`src/rtl/swc_regs.svh`:
```
// Register map, field positions, reset values and timing counts
`ifndef SWC_REGS_SVH
`define SWC_REGS_SVH

// Word indices; byte address is four times the index
`define SWC_IDX_CPU_STATUS 6'h06
`define SWC_IDX_WAKE_CTRL 6'h07
`define SWC_IDX_WAKE_INFO 6'h08

// cpu_status fields
`define SWC_BIT_STACK_AVAIL 5
`define SWC_BIT_GID 4
`define SWC_BIT_WDT_EXPIRY 3
`define SWC_BIT_SLEEP_ENTERED 2
`define SWC_CPU_STATUS_RST 8'h3C

// wake_ctrl fields
`define SWC_BIT_OSC_MODE_LO 0
`define SWC_BIT_WDT_ENABLE 2
`define SWC_BIT_TIMER_EXT 3
`define SWC_BIT_EDGE_SEL 4
`define SWC_BIT_SYNC_RX_EN 5
`define SWC_WAKE_CTRL_RST 6'h06

// Oscillator settle time in oscillator periods
`define SWC_OST_PERIODS 1024
`define SWC_OST_WIDTH 10

`endif

```
`src/rtl/swc_pkg.sv`:
```
// Types shared by the sleep and wake controller
package swc_pkg;

  typedef enum logic [1:0] {
    SWC_OSC_LOW_FREQ_XTAL = 2'h0,
    SWC_OSC_RC = 2'h1,
    SWC_OSC_XTAL = 2'h2,
    SWC_OSC_EXT_CLOCK = 2'h3
  } swc_osc_mode_t;

  typedef enum logic [1:0] {
    SWC_ST_RUN,
    SWC_ST_SLEEP,
    SWC_ST_SETTLE
  } swc_state_t;

  typedef enum logic [1:0] {
    SWC_WK_NONE,
    SWC_WK_IRQ,
    SWC_WK_WDT,
    SWC_WK_MASTER_RESET_PIN
  } swc_wake_t;

  // One bit per interrupt source
  typedef struct packed {
    logic rx_full;
    logic tx_empty;
    logic port_chg;
    logic cap2;
    logic cap1;
    logic int_pin;
    logic timer_pin;
  } swc_irq_t;

endpackage : swc_pkg

```
`src/rtl/swc_counter.sv`:
```
// Free counter with clear, enable and wrap pulse
module swc_counter #(
  parameter int W = 8
) (
  input wire logic clk_i,
  input wire logic rst_n_i,
  input wire logic clr_i,
  input wire logic en_i,
  output logic [W-1:0] cnt_o,
  output logic wrap_o
);

  always_ff @(posedge clk_i or negedge rst_n_i) begin
    if (!rst_n_i) begin
      cnt_o <= '0;
    end else if (clr_i) begin
      cnt_o <= '0;
    end else if (en_i) begin
      cnt_o <= cnt_o + 1'b1;
    end
  end

  assign wrap_o = en_i & ~clr_i & (&cnt_o);

endmodule : swc_counter

```
`src/rtl/swc_top.sv`:
```
// Sleep and wake controller with cpu_status register
//
// Implementation choice: the Wishbone interface to the registers.
`include "swc_regs.svh"

module swc_top
  import swc_pkg::*;
(
  input wire logic sys_clk_i,
  input wire logic reset_n_i,
  input wire logic wb_cyc_i,
  input wire logic wb_stb_i,
  input wire logic wb_we_i,
  input wire logic [7:0] wb_adr_i,
  input wire logic [3:0] wb_sel_i,
  input wire logic [31:0] wb_dat_i,
  output logic [31:0] wb_dat_o,
  output logic wb_ack_o,
  input wire logic sleep_exec_i,
  input wire logic clear_watchdog_i,
  input wire logic watchdog_tick_i,
  input wire logic master_reset_pin_n_i,
  input wire logic stack_full_i,
  input wire logic timer_clock_pin_i,
  input wire logic capture1_pin_i,
  input wire logic [7:0] port_b_i,
  input wire logic ser_clk_i,
  input wire logic ser_data_i,
  input wire logic tx_busy_i,
  input wire logic tx_done_i,
  input wire swc_irq_t irq_event_i,
  input wire swc_irq_t irq_enable_i,
  input wire swc_irq_t irq_clear_i,
  output swc_irq_t irq_pending_o,
  output logic irq_req_o,
  output logic cpu_hold_reset_o,
  output logic wake_resume_o,
  output logic wake_vector_o,
  output logic watchdog_reset_o,
  output logic core_clk_en_o,
  output logic osc_en_o,
  output logic osc_in_oe_o,
  output logic osc_out_o,
  output logic osc_out_oe_o,
  output logic io_hold_o,
  output logic prog_mem_power_o,
  output logic watchdog_fuse_power_o,
  output logic timer_tick_o,
  output logic capture_latch_o,
  output logic [7:0] rx_word_o
);

  // Reset release through two flip-flops
  logic rst_s1_q;
  logic rst_n;
  always_ff @(posedge sys_clk_i or negedge reset_n_i) begin
    if (!reset_n_i) begin
      rst_s1_q <= 1'b0;
      rst_n <= 1'b0;
    end else begin
      rst_s1_q <= 1'b1;
      rst_n <= rst_s1_q;
    end
  end

  swc_state_t state_q, state_d;
  swc_wake_t cause_q, cause_d;
  logic gid_q, to_q, pd_q;
  logic [5:0] ctrl_q;
  swc_irq_t pend_q, mask_q;
  logic gid_at_wake_q;
  logic tx_at_entry_q;
  logic cap_defer_q;

  // Wishbone slave, one wait state
  logic ack_q;
  logic [31:0] rdat_q;
  wire wb_req = wb_cyc_i & wb_stb_i;
  wire [5:0] wb_idx = wb_adr_i[7:2];
  wire wb_wr = wb_req & wb_we_i & ack_q & wb_sel_i[0];
  wire hit_status = wb_idx == `SWC_IDX_CPU_STATUS;
  wire hit_ctrl = wb_idx == `SWC_IDX_WAKE_CTRL;
  wire hit_info = wb_idx == `SWC_IDX_WAKE_INFO;
  wire wr_status = wb_wr & hit_status;
  wire wr_ctrl = wb_wr & hit_ctrl;

  wire asleep = state_q == SWC_ST_SLEEP;
  wire running = state_q == SWC_ST_RUN;
  wire [1:0] state_code = state_q;
  wire swc_osc_mode_t osc_mode = swc_osc_mode_t'(ctrl_q[1:0]);
  wire xtal = (osc_mode == SWC_OSC_XTAL) |
    (osc_mode == SWC_OSC_LOW_FREQ_XTAL);
  wire wdt_on = ctrl_q[`SWC_BIT_WDT_ENABLE];
  wire timer_ext = ctrl_q[`SWC_BIT_TIMER_EXT];
  wire edge_sel = ctrl_q[`SWC_BIT_EDGE_SEL];
  wire rx_en = ctrl_q[`SWC_BIT_SYNC_RX_EN];

  wire stack_avail = ~stack_full_i;
  wire [7:0] status_rd = {2'h0, stack_avail, gid_q, to_q, pd_q,
    2'h0};
  wire [7:0] ctrl_rd = {state_code, ctrl_q};
  wire [7:0] info_rd = {1'b0, pend_q};
  wire [7:0] rd_mux = hit_status ? status_rd :
    hit_ctrl ? ctrl_rd :
    hit_info ? info_rd : 8'h00;

  always_ff @(posedge sys_clk_i or negedge rst_n) begin
    if (!rst_n) begin
      ack_q <= 1'b0;
      rdat_q <= 32'h0;
    end else begin
      ack_q <= wb_req & ~ack_q;
      if (wb_req & ~ack_q) begin
        rdat_q <= {24'h0, rd_mux};
      end
    end
  end
  assign wb_ack_o = ack_q;
  assign wb_dat_o = rdat_q;

  // Edge and change detection on synchronous pins
  logic tpin_q, cap1_q, sclk_q;
  logic [7:0] portb_q;
  always_ff @(posedge sys_clk_i or negedge rst_n) begin
    if (!rst_n) begin
      tpin_q <= 1'b0;
      cap1_q <= 1'b0;
      sclk_q <= 1'b0;
      portb_q <= 8'h00;
    end else begin
      tpin_q <= timer_clock_pin_i;
      cap1_q <= capture1_pin_i;
      sclk_q <= ser_clk_i;
      portb_q <= port_b_i;
    end
  end
  wire tpin_rise = timer_clock_pin_i & ~tpin_q;
  wire tpin_fall = ~timer_clock_pin_i & tpin_q;
  wire tpin_edge = edge_sel ? tpin_rise : tpin_fall;
  wire cap1_rise = capture1_pin_i & ~cap1_q;
  wire sclk_rise = ser_clk_i & ~sclk_q;
  wire port_chg = port_b_i != portb_q;

  // Timer prescaler counts pin edges in any state
  logic tpre_wrap;
  swc_counter #(.W(8)) u_timer_pre (
    .clk_i(sys_clk_i),
    .rst_n_i(rst_n),
    .clr_i(1'b0),
    .en_i(timer_ext & tpin_edge),
    .cnt_o(),
    .wrap_o(tpre_wrap)
  );

  // Capture input prescaler, by four
  logic cpre_wrap;
  swc_counter #(.W(2)) u_cap_pre (
    .clk_i(sys_clk_i),
    .rst_n_i(rst_n),
    .clr_i(1'b0),
    .en_i(cap1_rise),
    .cnt_o(),
    .wrap_o(cpre_wrap)
  );

  // Sleep entry; pending enabled interrupt turns it into a no-op
  wire irq_seen = |(pend_q & irq_enable_i);
  wire sleep_enter = running & sleep_exec_i & ~irq_seen;

  // Watchdog with its prescaler
  logic wdt_wrap;
  swc_counter #(.W(16)) u_wdt (
    .clk_i(sys_clk_i),
    .rst_n_i(rst_n),
    .clr_i(sleep_enter | clear_watchdog_i),
    .en_i(wdt_on & watchdog_tick_i),
    .cnt_o(),
    .wrap_o(wdt_wrap)
  );
  wire wdt_expire = wdt_wrap & (running | asleep);

  // Synchronous slave receiver shifts on external clock
  logic [7:0] rx_sr_q;
  logic [2:0] rx_cnt_q;
  wire rx_done = sclk_rise & (&rx_cnt_q);
  always_ff @(posedge sys_clk_i or negedge rst_n) begin
    if (!rst_n) begin
      rx_sr_q <= 8'h00;
      rx_cnt_q <= 3'h0;
    end else if (rx_en & sclk_rise) begin
      rx_sr_q <= {rx_sr_q[6:0], ser_data_i};
      rx_cnt_q <= rx_cnt_q + 3'h1;
    end
  end

  // Interrupt events; set wins over clear
  wire ev_tx_empty = tx_done_i & (~asleep | tx_at_entry_q);
  wire ev_rx_full = rx_en & rx_done;
  wire swc_irq_t ev = {
    ev_rx_full, ev_tx_empty, port_chg,
    irq_event_i.cap2,
    cpre_wrap,
    irq_event_i.int_pin, irq_event_i.timer_pin
  };
  wire swc_irq_t pend_d = (pend_q & ~irq_clear_i) | ev;

  // Wake sources while asleep
  wire irq_wake = |(pend_q & mask_q);
  wire master_reset_pin_low = ~master_reset_pin_n_i;
  wire wake_ev = asleep & (irq_wake | wdt_expire | master_reset_pin_low);

  // Oscillator settle timer
  logic ost_wrap;
  swc_counter #(.W(`SWC_OST_WIDTH)) u_ost (
    .clk_i(sys_clk_i),
    .rst_n_i(rst_n),
    .clr_i(state_q != SWC_ST_SETTLE),
    .en_i(master_reset_pin_n_i),
    .cnt_o(),
    .wrap_o(ost_wrap)
  );

  // Wake sequencing
  always_comb begin
    state_d = state_q;
    cause_d = cause_q;
    case (state_q)
      SWC_ST_RUN: begin
        if (sleep_enter) begin
          state_d = SWC_ST_SLEEP;
          cause_d = SWC_WK_NONE;
        end
      end
      SWC_ST_SLEEP: begin
        if (wake_ev) begin
          if (master_reset_pin_low) begin
            cause_d = SWC_WK_MASTER_RESET_PIN;
          end else if (wdt_expire) begin
            cause_d = SWC_WK_WDT;
          end else begin
            cause_d = SWC_WK_IRQ;
          end
          state_d = xtal ? SWC_ST_SETTLE : SWC_ST_RUN;
        end
      end
      SWC_ST_SETTLE: begin
        if (ost_wrap) begin
          state_d = SWC_ST_RUN;
        end
      end
      default: begin
        state_d = SWC_ST_RUN;
      end
    endcase
  end

  wire leave = (asleep & wake_ev & ~xtal) |
    ((state_q == SWC_ST_SETTLE) & ost_wrap);
  wire swc_wake_t leave_cause = asleep ? cause_d : cause_q;
  wire irq_leave = leave & (leave_cause == SWC_WK_IRQ);

  always_ff @(posedge sys_clk_i or negedge rst_n) begin
    if (!rst_n) begin
      state_q <= SWC_ST_RUN;
      cause_q <= SWC_WK_NONE;
    end else begin
      state_q <= state_d;
      cause_q <= cause_d;
    end
  end

  // Captured at sleep entry or at the wake event
  always_ff @(posedge sys_clk_i or negedge rst_n) begin
    if (!rst_n) begin
      mask_q <= '0;
      tx_at_entry_q <= 1'b0;
      gid_at_wake_q <= 1'b1;
    end else begin
      if (sleep_enter) begin
        mask_q <= irq_enable_i;
        tx_at_entry_q <= tx_busy_i;
      end
      if (wake_ev) begin
        gid_at_wake_q <= gid_q;
      end
    end
  end
  wire gid_now = asleep ? gid_q : gid_at_wake_q;

  // Status and control registers
  always_ff @(posedge sys_clk_i or negedge rst_n) begin
    if (!rst_n) begin
      gid_q <= 1'(`SWC_CPU_STATUS_RST >> `SWC_BIT_GID);
      to_q <= 1'(`SWC_CPU_STATUS_RST >> `SWC_BIT_WDT_EXPIRY);
      pd_q <= 1'(`SWC_CPU_STATUS_RST >> `SWC_BIT_SLEEP_ENTERED);
      ctrl_q <= `SWC_WAKE_CTRL_RST;
      pend_q <= '0;
    end else begin
      pend_q <= pend_d;
      if (wr_ctrl) begin
        ctrl_q <= wb_dat_i[5:0];
      end
      if (wr_status) begin
        gid_q <= wb_dat_i[`SWC_BIT_GID];
      end
      if (wdt_expire) begin
        to_q <= 1'b0;
      end else if (sleep_enter | clear_watchdog_i) begin
        to_q <= 1'b1;
      end else if (wr_status) begin
        to_q <= wb_dat_i[`SWC_BIT_WDT_EXPIRY];
      end
      if (sleep_enter) begin
        pd_q <= 1'b0;
      end else if (wr_status) begin
        pd_q <= wb_dat_i[`SWC_BIT_SLEEP_ENTERED];
      end
    end
  end

  // Capture latch deferred until execution resumes
  always_ff @(posedge sys_clk_i or negedge rst_n) begin
    if (!rst_n) begin
      cap_defer_q <= 1'b0;
    end else if (leave) begin
      cap_defer_q <= 1'b0;
    end else if (cpre_wrap & ~running) begin
      cap_defer_q <= 1'b1;
    end
  end

  // Wake action and interrupt request pulses
  always_ff @(posedge sys_clk_i or negedge rst_n) begin
    if (!rst_n) begin
      wake_resume_o <= 1'b0;
      wake_vector_o <= 1'b0;
      watchdog_reset_o <= 1'b0;
      irq_req_o <= 1'b0;
      irq_pending_o <= '0;
      timer_tick_o <= 1'b0;
      capture_latch_o <= 1'b0;
    end else begin
      wake_resume_o <= irq_leave & gid_now;
      wake_vector_o <= irq_leave & ~gid_now;
      watchdog_reset_o <= (running & wdt_expire) |
        (leave & (leave_cause == SWC_WK_WDT));
      irq_req_o <= running & ~gid_q & irq_seen;
      irq_pending_o <= pend_q;
      timer_tick_o <= running & tpre_wrap;
      capture_latch_o <= (running & cpre_wrap) |
        (leave & (cap_defer_q | cpre_wrap));
    end
  end

  // Reset hold: reset pin low or settle timer running
  always_ff @(posedge sys_clk_i or negedge rst_n) begin
    if (!rst_n) begin
      cpu_hold_reset_o <= 1'b1;
    end else begin
      cpu_hold_reset_o <= master_reset_pin_low |
        (state_d == SWC_ST_SETTLE);
    end
  end

  // Clock output divider, quarter of oscillator rate
  logic [1:0] div_q;
  always_ff @(posedge sys_clk_i or negedge rst_n) begin
    if (!rst_n) begin
      div_q <= 2'h0;
    end else begin
      div_q <= div_q + 2'h1;
    end
  end

  // Oscillator, clocks, pins and power
  wire sleep_d = state_d == SWC_ST_SLEEP;
  always_ff @(posedge sys_clk_i or negedge rst_n) begin
    if (!rst_n) begin
      core_clk_en_o <= 1'b0;
      osc_en_o <= 1'b1;
      osc_in_oe_o <= 1'b0;
      osc_out_o <= 1'b0;
      osc_out_oe_o <= 1'b0;
      io_hold_o <= 1'b0;
      prog_mem_power_o <= 1'b1;
      watchdog_fuse_power_o <= 1'b1;
    end else begin
      core_clk_en_o <= state_d == SWC_ST_RUN;
      osc_en_o <= ~sleep_d;
      osc_in_oe_o <= 1'b0;
      osc_out_o <= ~sleep_d & ~xtal & div_q[1];
      osc_out_oe_o <= ~xtal;
      io_hold_o <= sleep_d;
      prog_mem_power_o <= ~sleep_d;
      watchdog_fuse_power_o <= 1'b1;
    end
  end

  always_ff @(posedge sys_clk_i or negedge rst_n) begin
    if (!rst_n) begin
      rx_word_o <= 8'h00;
    end else if (rx_en & rx_done) begin
      rx_word_o <= {rx_sr_q[6:0], ser_data_i};
    end
  end

endmodule : swc_top

```
`config.mk`:
```
export PLATFORM = sky130hd
export DESIGN_NAME = swc_top
export DESIGN_NICKNAME = d
export VERILOG_FILES = /design/src/rtl/swc_pkg.sv /design/src/rtl/swc_counter.sv /design/src/rtl/swc_top.sv
export VERILOG_INCLUDE_DIRS = /design/src /design/src/rtl
export SDC_FILE = /design/constraint.sdc
export NUM_CORES = 1
export LEC_CHECK = 0
export ABC_AREA = 1
export BUFFER_PORTS_ARGS = -buffer_cell sky130_fd_sc_hd__buf_2
export CORE_MARGIN = 2
export CORE_UTILIZATION = 45
export CTS_CLUSTER_SIZE = 20
export DETAILED_ROUTE_END_ITERATION = 12
export HOLD_SLACK_MARGIN = 0.02
export PLACE_DENSITY_LB_ADDON = 0.15
export SLEW_MARGIN = 10
export SYNTH_ARGS = -nofsm -noshare
export SYNTH_HDL_FRONTEND = slang
export SYNTH_SLANG_ARGS = --single-unit
```
`constraint.sdc`:
```
create_clock -name sys_clk_i -period 3.55 [get_ports sys_clk_i]
set_clock_uncertainty 0.15 [all_clocks]
set_input_delay 0.5325 -clock sys_clk_i [delete_from_list [all_inputs] [get_ports sys_clk_i]]
set_output_delay 0.5325 -clock sys_clk_i [all_outputs]
set_load 0.005 [all_outputs]
```
Yosys cells after proc, flatten, opt, wreduce, memory -nomap -nowiden. Cells that the tools add are included.

Flip-flop bits (word level): 127. Output and inout port bits: 63.

Add/sub/neg operators: 6. Eq/ne operators: 12. Mux-type cells: 27. Bitwise operators: 75. Reductions and logical operators: 15.

Operators with widths (count): $and A1 B1 Y1 (43); $mux W16 (2); $and A7 B7 Y7 (3); $mux W10 (2); $mux W2 (9); $add A16 B1 Y16 const B (1); $mux W8 (2); $not A1 Y1 (16); $reduce_and A16 Y1 (1); $reduce_or A7 Y1 (2); $eq A6 B3 Y1 const B (2); $or A1 B1 Y1 (11); $add A10 B1 Y10 const B (1); $reduce_and A10 Y1 (1); $mux W1 (9); $add A8 B1 Y8 const B (1); $eq A2 B2 Y1 const B (4); $ne A8 B8 Y1 (1); $reduce_and A8 Y1 (1); $reduce_bool A2 Y1 (4); $mux W7 (1); $not A7 Y7 (1); $or A7 B7 Y7 (1); $eq A2 B1 Y1 const B (3); other kinds (10) (13).

Longest topological paths before layout. Gate-level depths: netlist of run 1.

Depth after elaboration: 18. Gate-level depth with buffers: 14.

Modules after synthesis. From an unflattened synthesis of run 1, not the netlist that was laid out.

Cell total of the unflattened synthesis: 684. Area total of the unflattened synthesis: 5952.0 µm².

By module, submodules not included: swc_top (instances 1, cells each 400, area each 3915.0 µm²); swc_counter (u_wdt) (instances 1, cells each 132, area each 920.9 µm²); swc_counter (u_ost) (instances 1, cells each 82, area each 569.3 µm²); swc_counter (u_timer_pre) (instances 1, cells each 57, area each 439.2 µm²); swc_counter (u_cap_pre) (instances 1, cells each 13, area each 107.6 µm²).

Worst setup path after synthesis of run 1. Ideal clock, no wire load.

Path kind: input-to-reg. From: input port irq_enable_i[3] (netlist bit). To: register watchdog_reset_o. Arrival time: 1.573 ns. Slack: 1.710 ns. Stages on the path: 14. Path buffers: 0. Cell sequence: nand2_1 -> nand2_1 -> nor2_1 -> nand3_4 -> nand2_4 -> inv_4 -> nand2_4 -> nand3_4 -> nand2_8 -> nand2_2 -> nand2_2 -> inv_1 -> nand3_1 -> nand2_1.

Word-level cells in the longest chain between the ends: 18.

Ends and longest elaborated chain: from (decl) (line swc_top.sv:32) `input wire swc_irq_t irq_enable_i,`; $and A7 B7 Y7 (*) (line swc_top.sv:167) `wire irq_seen = |(pend_q & irq_enable_i);`; $reduce_or A7 Y1 (*) (line swc_top.sv:167); $not A1 Y1 (*) (line swc_top.sv:168) `wire sleep_enter = running & sleep_exec_i & ~irq_seen;`; $and A1 B1 Y1 (*) (line swc_top.sv:168); $or A1 B1 Y1 (line swc_top.sv:175) `.clr_i(sleep_enter | clear_watchdog_i),`; $not A1 Y1 (line swc_counter.sv:23) `assign wrap_o = en_i & ~clr_i & (&cnt_o);`; $and A1 B1 Y1 (2 in series) (line swc_counter.sv:23); $and A1 B1 Y1 (line swc_top.sv:180) `wire wdt_expire = wdt_wrap & (running | asleep);`; $or A1 B1 Y1 (2 in series) (line swc_top.sv:210) `wire wake_ev = asleep & (irq_wake | wdt_expire | master_reset_pin_low);`; $and A1 B1 Y1 (line swc_top.sv:210); $mux W2 (line swc_top.sv:235) `if (wake_ev) begin`; $pmux W2 S2 (line swc_top.sv:227) `case (state_q)`; $mux W2 (line swc_top.sv:259) `wire swc_wake_t leave_cause = asleep ? cause_d : cause_q;`; $eq A2 B2 Y1 (line swc_top.sv:346) `(leave & (leave_cause == SWC_WK_WDT));`; $and A1 B1 Y1 (line swc_top.sv:346); $or A1 B1 Y1 (*) (line swc_top.sv:345) `watchdog_reset_o <= (running & wdt_expire) |`; to (signal assigned) (line swc_top.sv:345); to (decl) (line swc_top.sv:39) `output logic watchdog_reset_o,`.

Every way passes the cells marked *; elsewhere a longest branch is shown, timed or not. A chain may end at the register's enable or synchronous reset.

Worst setup path in the final report of run 1.
From: register pend_q (netlist bit info_rd[6]). To: register wake_resume_o.

Word-level cells in the longest chain between the ends: 18.

Ends and longest elaborated chain: from (decl) (line swc_top.sv:70) `swc_irq_t pend_q, mask_q;`; from (signal assigned) (line swc_top.sv:299) `pend_q <= pend_d;`; $and A7 B7 Y7 (line swc_top.sv:167); $reduce_or A7 Y1 (line swc_top.sv:167); $not A1 Y1 (line swc_top.sv:168); $and A1 B1 Y1 (line swc_top.sv:168); $or A1 B1 Y1 (line swc_top.sv:175); $not A1 Y1 (line swc_counter.sv:23); $and A1 B1 Y1 (2 in series) (line swc_counter.sv:23); $and A1 B1 Y1 (line swc_top.sv:180); $or A1 B1 Y1 (2 in series) (line swc_top.sv:210); $and A1 B1 Y1 (line swc_top.sv:210); $mux W2 (line swc_top.sv:235); $pmux W2 S2 (line swc_top.sv:227); $mux W2 (line swc_top.sv:259); $eq A2 B1 Y1 (line swc_top.sv:260) `wire irq_leave = leave & (leave_cause == SWC_WK_IRQ);`; $and A1 B1 Y1 (*) (line swc_top.sv:260); $and A1 B1 Y1 (*) (line swc_top.sv:343) `wake_resume_o <= irq_leave & gid_now;`; to (signal assigned) (line swc_top.sv:343); to (decl) (line swc_top.sv:37) `output logic wake_resume_o,`.

Marks and branches as above.

==> out/qor.yml, run 1 <==
internal_power_uw: 3090
crit_required_ns: 3.68
clk-insertion-delay-late_ns: 0.41
cts_buffers: 17
rsz0062_at_grt: "no"
path_max_fanout: 14
final_util: 0.560
power_switching_uw: 1140
comb_power_share: 0.163
slew_headroom: 0.591
power_frac_seq: 0.434
ant_nets: 0
ys_ff_latch: 127
cp_slowest_cell: "dfrtp_1"
cts_setup_buffers: 0
overflow: 0
fp.dieH_um: 116
die_w_um: 116
antenna_cells: 0
cts_htree_levels: 4
hpwl_um: 8210
report.final.slew_viol_count: 0
finalWirelength_um: 11300
reg2reg_from: "info_rd[6]"
finalCritPeriodShare: 0.627
grt_pass1_wl_um: 18500
grt_max_degree: 82
syn_inst: 604
yosysWarningCount: 0
peakVddDrop_mv: 0.431
drive_gt1_frac: 0.219
reg2reg_depth: 12
wl_per_cell_um: 12.7
power_density_nw_per_um2: 625
cp-start-kind: "register"
clk_pin_slew_worst_paths_ns: 0.05
synth_cell_type_count: 43
cts_sinks: 127
cts_buffer_depth: 2
pin_count: 152
setup_tns_ns: 0
seq_area_frac_synth: 0.566
ctsHoldBuffers: 1
first_pass_iters: 4
syn_area_per_cell_sq_um: 9.33
holdPathStages: 1
arrival_ns: 2.36
p_sw_frac: 0.269
grt_pass1_vias: 3953
final_common_cell: "nand2_1"
core.rowCount: 40
maxCapViolCount: 0
critPathMaxStageDelay_ns: 0.46
p_clk_frac: 0.403
period_minus_slack_ns: 2.23
syn-cell-area_sq_um: 5630
hp-start: "ser_clk_i"
drt_iter0_drc: 215
hold_violations: 0
cts_tree: "yes"
port_buffers: 90
crit_path_end_kind: "register"
setup.worst_path.start: "info_rd[6]"
antenna_found_initial: 0
dieArea_sq_um: 13400
setup_viol: 0
vias: 4151
hp-class: "input port to register"
start_util: 0.465
gp_congestion: 0.777
cts_root_buffer: "clkbuf_16"
tightest_slew_ns: 0.614
criticalPathCategory: "register to register"
path_cells: "nand2_1 -> inv_1 -> nor2_1 -> nand3_4 -> nand2_4 -> inv_4 -> nand2_4 -> nand3_4 -> nand3_1 -> nand2_1 -> nand3_2 -> nor2_1"
final_cell_mix: "136 x nand2_1, 118 x dfrtp_1, 90 x buf_2"
clock.fmax_mhz: 449
avgViaCountPerCell: 4.67
grtUsageTotal: 0.181
cts_resized: 0
status: "finished, final reports clean"
area_growth_syn_to_layout_pct: 20.3
final_nets: 802
core-area_sq_um: 12100
drcViolationCount: 0
p_leak_uw: 0.00343
cells in the mapped netlist:
library cell,count,share of area
ha_1,6,0.013
o21ai_0,38,0.034
nand4_1,9,0.010
nand2_8,1,0.0036
nor2_4,2,0.0040
o22a_1,1,0.0016
nor2_1,57,0.038
nand2_1,136,0.091
o21ai_2,1,0.0016
nor3_1,9,0.0080
inv_4,2,0.0022
a21o_1,1,0.0013
and3_1,1,0.0011
inv_1,67,0.045
nor4_2,1,0.0022
o21bai_1,3,0.0040
inv_2,5,0.0033
nand2_2,2,0.0022
o21ba_2,1,0.0018
nand3_2,3,0.0053
nand3b_1,1,0.0013
nand3_1,19,0.017
nor2_2,3,0.0033
buf_4,27,0.036
o22ai_1,9,0.010
or2_1,1,0.0011
a21oi_1,19,0.017
xor2_1,18,0.028
nand3_4,2,0.0062
nor4_1,3,0.0033
nand2_4,3,0.0060
nor3_2,3,0.0053
conb_1,2,0.0013
a211oi_1,3,0.0040
clkbuf_1,7,0.0047
a21oi_4,1,0.0029
clkinv_1,1,0.00067
dfrtp_1,119,0.53
mux2_2,2,0.0040
o21ai_1,1,0.00089
dfstp_2,8,0.037
o31ai_1,2,0.0027
xnor2_1,4,0.0062
sequential cells by signal, summed over array words and instances, names as in the netlist, 2 cells and up:
register	count
u_wdt.cnt_o	16
u_ost.cnt_o	10
portb_q	8
rx_word_o	8
u_timer_pre.cnt_o	8
wb_dat_o	8
info_rd	7
irq_pending_o	7
mask_q	7
rx_sr_q	7
ctrl_q	6
rx_cnt_q	3
cause_q	2
div_q	2
state_code	2
u_cap_pre.cnt_o	2
power groups by stage:
| stage | Clock [uW] | Sequential, uW | Combinational (uW) |
|---|---|---|---|
| after floorplan | 0 | 1850 | 479 |
| after global placement | 0 | 1850 | 680 |
| final | 1710 | 1840 | 691 |
| after global routing | 1800 | 1870 | 797 |
| after detailed placement | 0 | 1860 | 700 |
| after CTS | 1730 | 1840 | 707 |
stage by stage:
| stage | worst slack [ns] | instance area (sq um) | cells | power [uW] | hold slack (ns) |
|---|---|---|---|---|---|
| floorplan | 1.29 | 5730 | 629 | 2330 | 0.0869 |
| global placement | 1.15 | 6190 | 855 | 2530 | 0.168 |
| detailed placement | 1.15 | 6190 | 855 | 2560 | 0.170 |
| CTS | 1.29 | 6780 | 888 | 4280 | 0.0733 |
| global route | 1.16 | 6780 | 888 | 4460 | 0.0704 |
| finish | 1.32 | 6780 | 888 | 4230 | 0.0860 |
routing by layer:
metal / track usage / vias up / share of wire
met5: 0 / - / 0
met4: 0.0778 / 0 / 0.016
met3: 0.0539 / 12 / 0.049
li1: - / 2086 / -
met1: 0.231 / 1959 / 0.45
met2: 0.287 / 94 / 0.48
final timing paths:
kind,to,slack (ns)
max in group asynchronous,ctrl_q[2],2.20
max,wake_resume_o,1.32
min reg2reg,capture_latch_o,0.19
min in group asynchronous,capture_latch_o,0.19
min,sclk_q,0.09
max reg2reg,wake_resume_o,1.32
cell type report:
| class | count | area, sq um |
|---|---|---|
| Fill cell | 1143 | 5340 |
| Clock buffer | 25 | 465 |
| Sequential cell | 127 | 3190 |
| Clock inverter | 7 | 110 |
| Timing Repair Buffer | 93 | 488 |
| Multi-Input combinational cell | 393 | 2020 |
| Tap cell | 168 | 210 |
| Inverter | 75 | 287 |
worst max-delay path: cells and delay by family (launching register included):
| kind | cells | cell delay (ns) |
|---|---|---|
| flops | 1 | 0.46 |
| simple gates | 10 | 1.37 |
| buf+inv | 2 | 0.13 |
cells by family (layout without fill, tap and decap cells):
| logic type | after synthesis | count (layout) | synth area share |
|---|---|---|---|
| AO/OA/AOI/OAI | 80 | 80 | 0.0813 |
| XOR/XNOR | 22 | 22 | 0.0342 |
| adder cells (fa/ha/maj) | 6 | 6 | 0.0133 |
| buffers and inverters | 109 | 200 | 0.0915 |
| flip-flops | 127 | 127 | 0.566 |
| multiplexers | 2 | 2 | 0.00400 |
| other | 2 | 27 | 0.00133 |
| AND/OR/NAND/NOR | 256 | 256 | 0.209 |
Power figures use the tool's default switching activity.
==> run 2, diff against run 1 <==
==> constraint.sdc (replaced) <==
create_clock -name sys_clk_i -period 2 [get_ports sys_clk_i]
set_clock_uncertainty 0.15 [all_clocks]
set_input_delay 0.3 -clock sys_clk_i [delete_from_list [all_inputs] [get_ports sys_clk_i]]
set_output_delay 0.3 -clock sys_clk_i [all_outputs]
set_load 0.005 [all_outputs]
==> out/qor.yml, run 2 (synthesis gave the netlist of run 1 again) <==
status: "finished, final reports clean"  # unchanged
criticalPathCategory: "input port to register"  # was register to register
cp_top_family: "simple AND/OR/NAND/NOR gates"  # unchanged
final_cell_mix: "131 x nand2_1, 118 x dfrtp_1, 89 x buf_2"  # was 136 x nand2_1, 118 x dfrtp_1, 90 x buf_2
antenna_cells: 0  # unchanged
final_nets: 861  # was 802
hp-class: "input port to asynchronous set/reset pin"  # was input port to register
maxCapViolCount: 0  # unchanged
wl_per_cell_um: 12.9  # was 12.7 um
drt_iter0_drc: 210  # was 215
p_leak_uw: 0.00374  # was 0.00343 uW
largest-register: "u_wdt.cnt_o"  # unchanged
drive_gt1_frac: 0.258  # was 0.219
period_minus_slack_ns: 1.88
avgViaCountPerCell: 4.65  # was 4.67
arrival_ns: 2.04  # was 2.36 ns
report.final.slew_viol_count: 0  # unchanged
grt_max_degree: 38  # was 82
cts_buffers: 17  # unchanged
clk_pin_slew_worst_paths_ns: 0.05  # about the same
cts_htree_levels: 4  # unchanged
drcViolationCount: 0  # unchanged
gp_congestion: 0.803  # was 0.777
setup_viol: 0  # unchanged
largestRegisters: "u_wdt.cnt_o x16, u_ost.cnt_o x10"  # unchanged
grt_pass1_wl_um: 20600  # was 18,500 um
rsz0062_at_grt: "yes"  # was no
path_max_fanout: 8  # was 14
cts_sinks: 127  # unchanged
place_area_sq_um: 6370  # was 6190 sq um
clock.fmax_mhz: 531
pin_count: 152  # unchanged
core.rowCount: 40  # unchanged
fillCellCount: 1044  # was 1,143
regArea_sq_um: 3190  # unchanged
dieArea_sq_um: 13400  # unchanged
largest_register_ffs: 16  # unchanged
path_cells: "dlygate4sd3_1 -> buf_2 -> nand2_1 -> inv_1 -> nor2_4 -> nand3_4 -> nand2_4 -> inv_6 -> nand2_4 -> nand3_4 -> nand2_8 -> nand2_2 -> nand2_4 -> inv_1 -> nand3_1 -> nand2_1"  # was nand2_1 -> inv_1 -> nor2_1 -> nand3_4 -> nand2_4 -> inv_4 -> nand2_4 -> nand3_4 -> nand3_1 -> nand2_1 -> nand3_2 -> nor2_1
finalWirelength_um: 12300  # was 11,300 um
first_pass_iters: 4  # unchanged
final_common_cell: "nand2_1"  # unchanged
grt_pass1_vias: 4463  # was 3,953
area_growth_syn_to_layout_pct: 32.0  # was 20.3%
hold_slack_ns: 0.0655  # was 0.0860 ns
cts_tree: "yes"  # unchanged
finalCritPeriodShare: 0.942
crit_path_end_kind: "register"  # unchanged
vias: 4405  # was 4,151
cts_buffer_depth: 2  # unchanged
cp_slowest_cell: "dlygate4sd3_1"  # was dfrtp_1
grtUsageTotal: 0.201  # was 0.181
overflow: 0  # unchanged
ant_nets: 0  # unchanged
die_w_um: 116  # unchanged
cp-start-kind: "input port"  # was register
critPathMaxStageDelay_ns: 0.54  # was 0.46 ns
clk-insertion-delay-late_ns: 0.41  # about the same
crit_required_ns: 2.15  # was 3.68 ns
crit_top_cell: "nand2_4"
power_density_nw_per_um2: 1050  # was 625 nW/um^2
cts_root_buffer: "clkbuf_16"  # unchanged
antenna_found_initial: 0  # unchanged
peakVddDrop_mv: 0.572  # was 0.431 mV
fp.dieH_um: 116  # unchanged
hpwl_um: 8800  # was 8210 um
final_area_sq_um: 7440  # was 6780 sq um
multi_input_area_sq_um: 2110  # was 2020 sq um
core-area_sq_um: 12100  # unchanged
crit_buf_inv: 5  # was 2
start_util: 0.465  # unchanged
port_buffers: 90  # unchanged
hold_violations: 0  # unchanged
run 2: cell count changes in the layout (fill, tap and decap cells not counted), moves of 2 or more:
cell	previous run	this run
dlygate4sd3_1	1	37
buf_4	1	24
nor2_1	57	49
nor2_2	3	9
clkbuf_1	7	2
nand2_1	136	131
nand2_2	2	6
clkinvlp_4	0	2
nor2_4	2	4
nor3_2	3	1
nor3_4	0	2
run 2: cell type report:
class,count,share of cell area
sequential,127,0.429
multi-input combinational,393,0.284
timing repair buffer,152,0.139
clock buffer,21,0.0619
inverter,75,0.0389
tap,168,0.0283
clock inverter,11,0.0187
run 2: power breakdown:
group | switching (uW) | total (uW) | leakage (uW) | internal (uW)
Combinational | 799 | 1450 | 0.00186 | 651
Sequential | 264 | 3260 | 0.00158 | 3000
Clock | 1090 | 3100 | 0.000293 | 2010
run 2: final timing paths:
| check | from | end | slack (ns) | cells after the start |
|---|---|---|---|---|
| worst min register to register | rst_n | capture_latch_o | 0.11 | 0 |
| worst max-delay path | irq_enable_i[6] | watchdog_reset_o | 0.12 | 16 |
| worst max register to register | u_wdt.cnt_o[4] | wake_vector_o | 0.12 | 10 |
| max in group asynchronous | rst_n | cpu_hold_reset_o | 0.95 | 1 |
| min in group sys_clk_i | wb_stb_i | wb_ack_o | 0.09 | 3 |
| worst min-delay path | reset_n_i | rst_s1_q | 0.07 | 2 |
run 2: per-stage QoR:
step                total power [uW]  utilization  instances  worst slack, ns  setup TNS, ns
finish                          7810        0.614        947            0.117              0
global route                    8240        0.614        947          -0.0190        -0.0371
CTS                             7830        0.606        946          0.00494              0
detailed placement              4640        0.526        877           0.0651              0
global placement                4590        0.526        877           0.0903              0
floorplan                       4140            -        629            0.210              0
run 2: layer usage:
metal | vias up | global-route usage | wire [um]
li1 | 2205 | - | -
met2 | 95 | 0.328 | 6150
met4 | 0 | 0.0778 | 195
met3 | 18 | 0.0523 | 494
met1 | 2087 | 0.257 | 5420
met5 | - | 0 | 0
run 2: timing repair:
action                                 in CTS  in global routing
setup buffers                               0                  2
hold buffers                               37                  0
gates resized for setup                     0                 23
endpoints found under the hold margin      37                  0
setup endpoints to repair                   0                 15
run 2: worst register-to-register path: cells and delay by family, from the launching register on:
kind          cells  cell delay [ns]
flops             1             0.40
simple gates     10             1.26
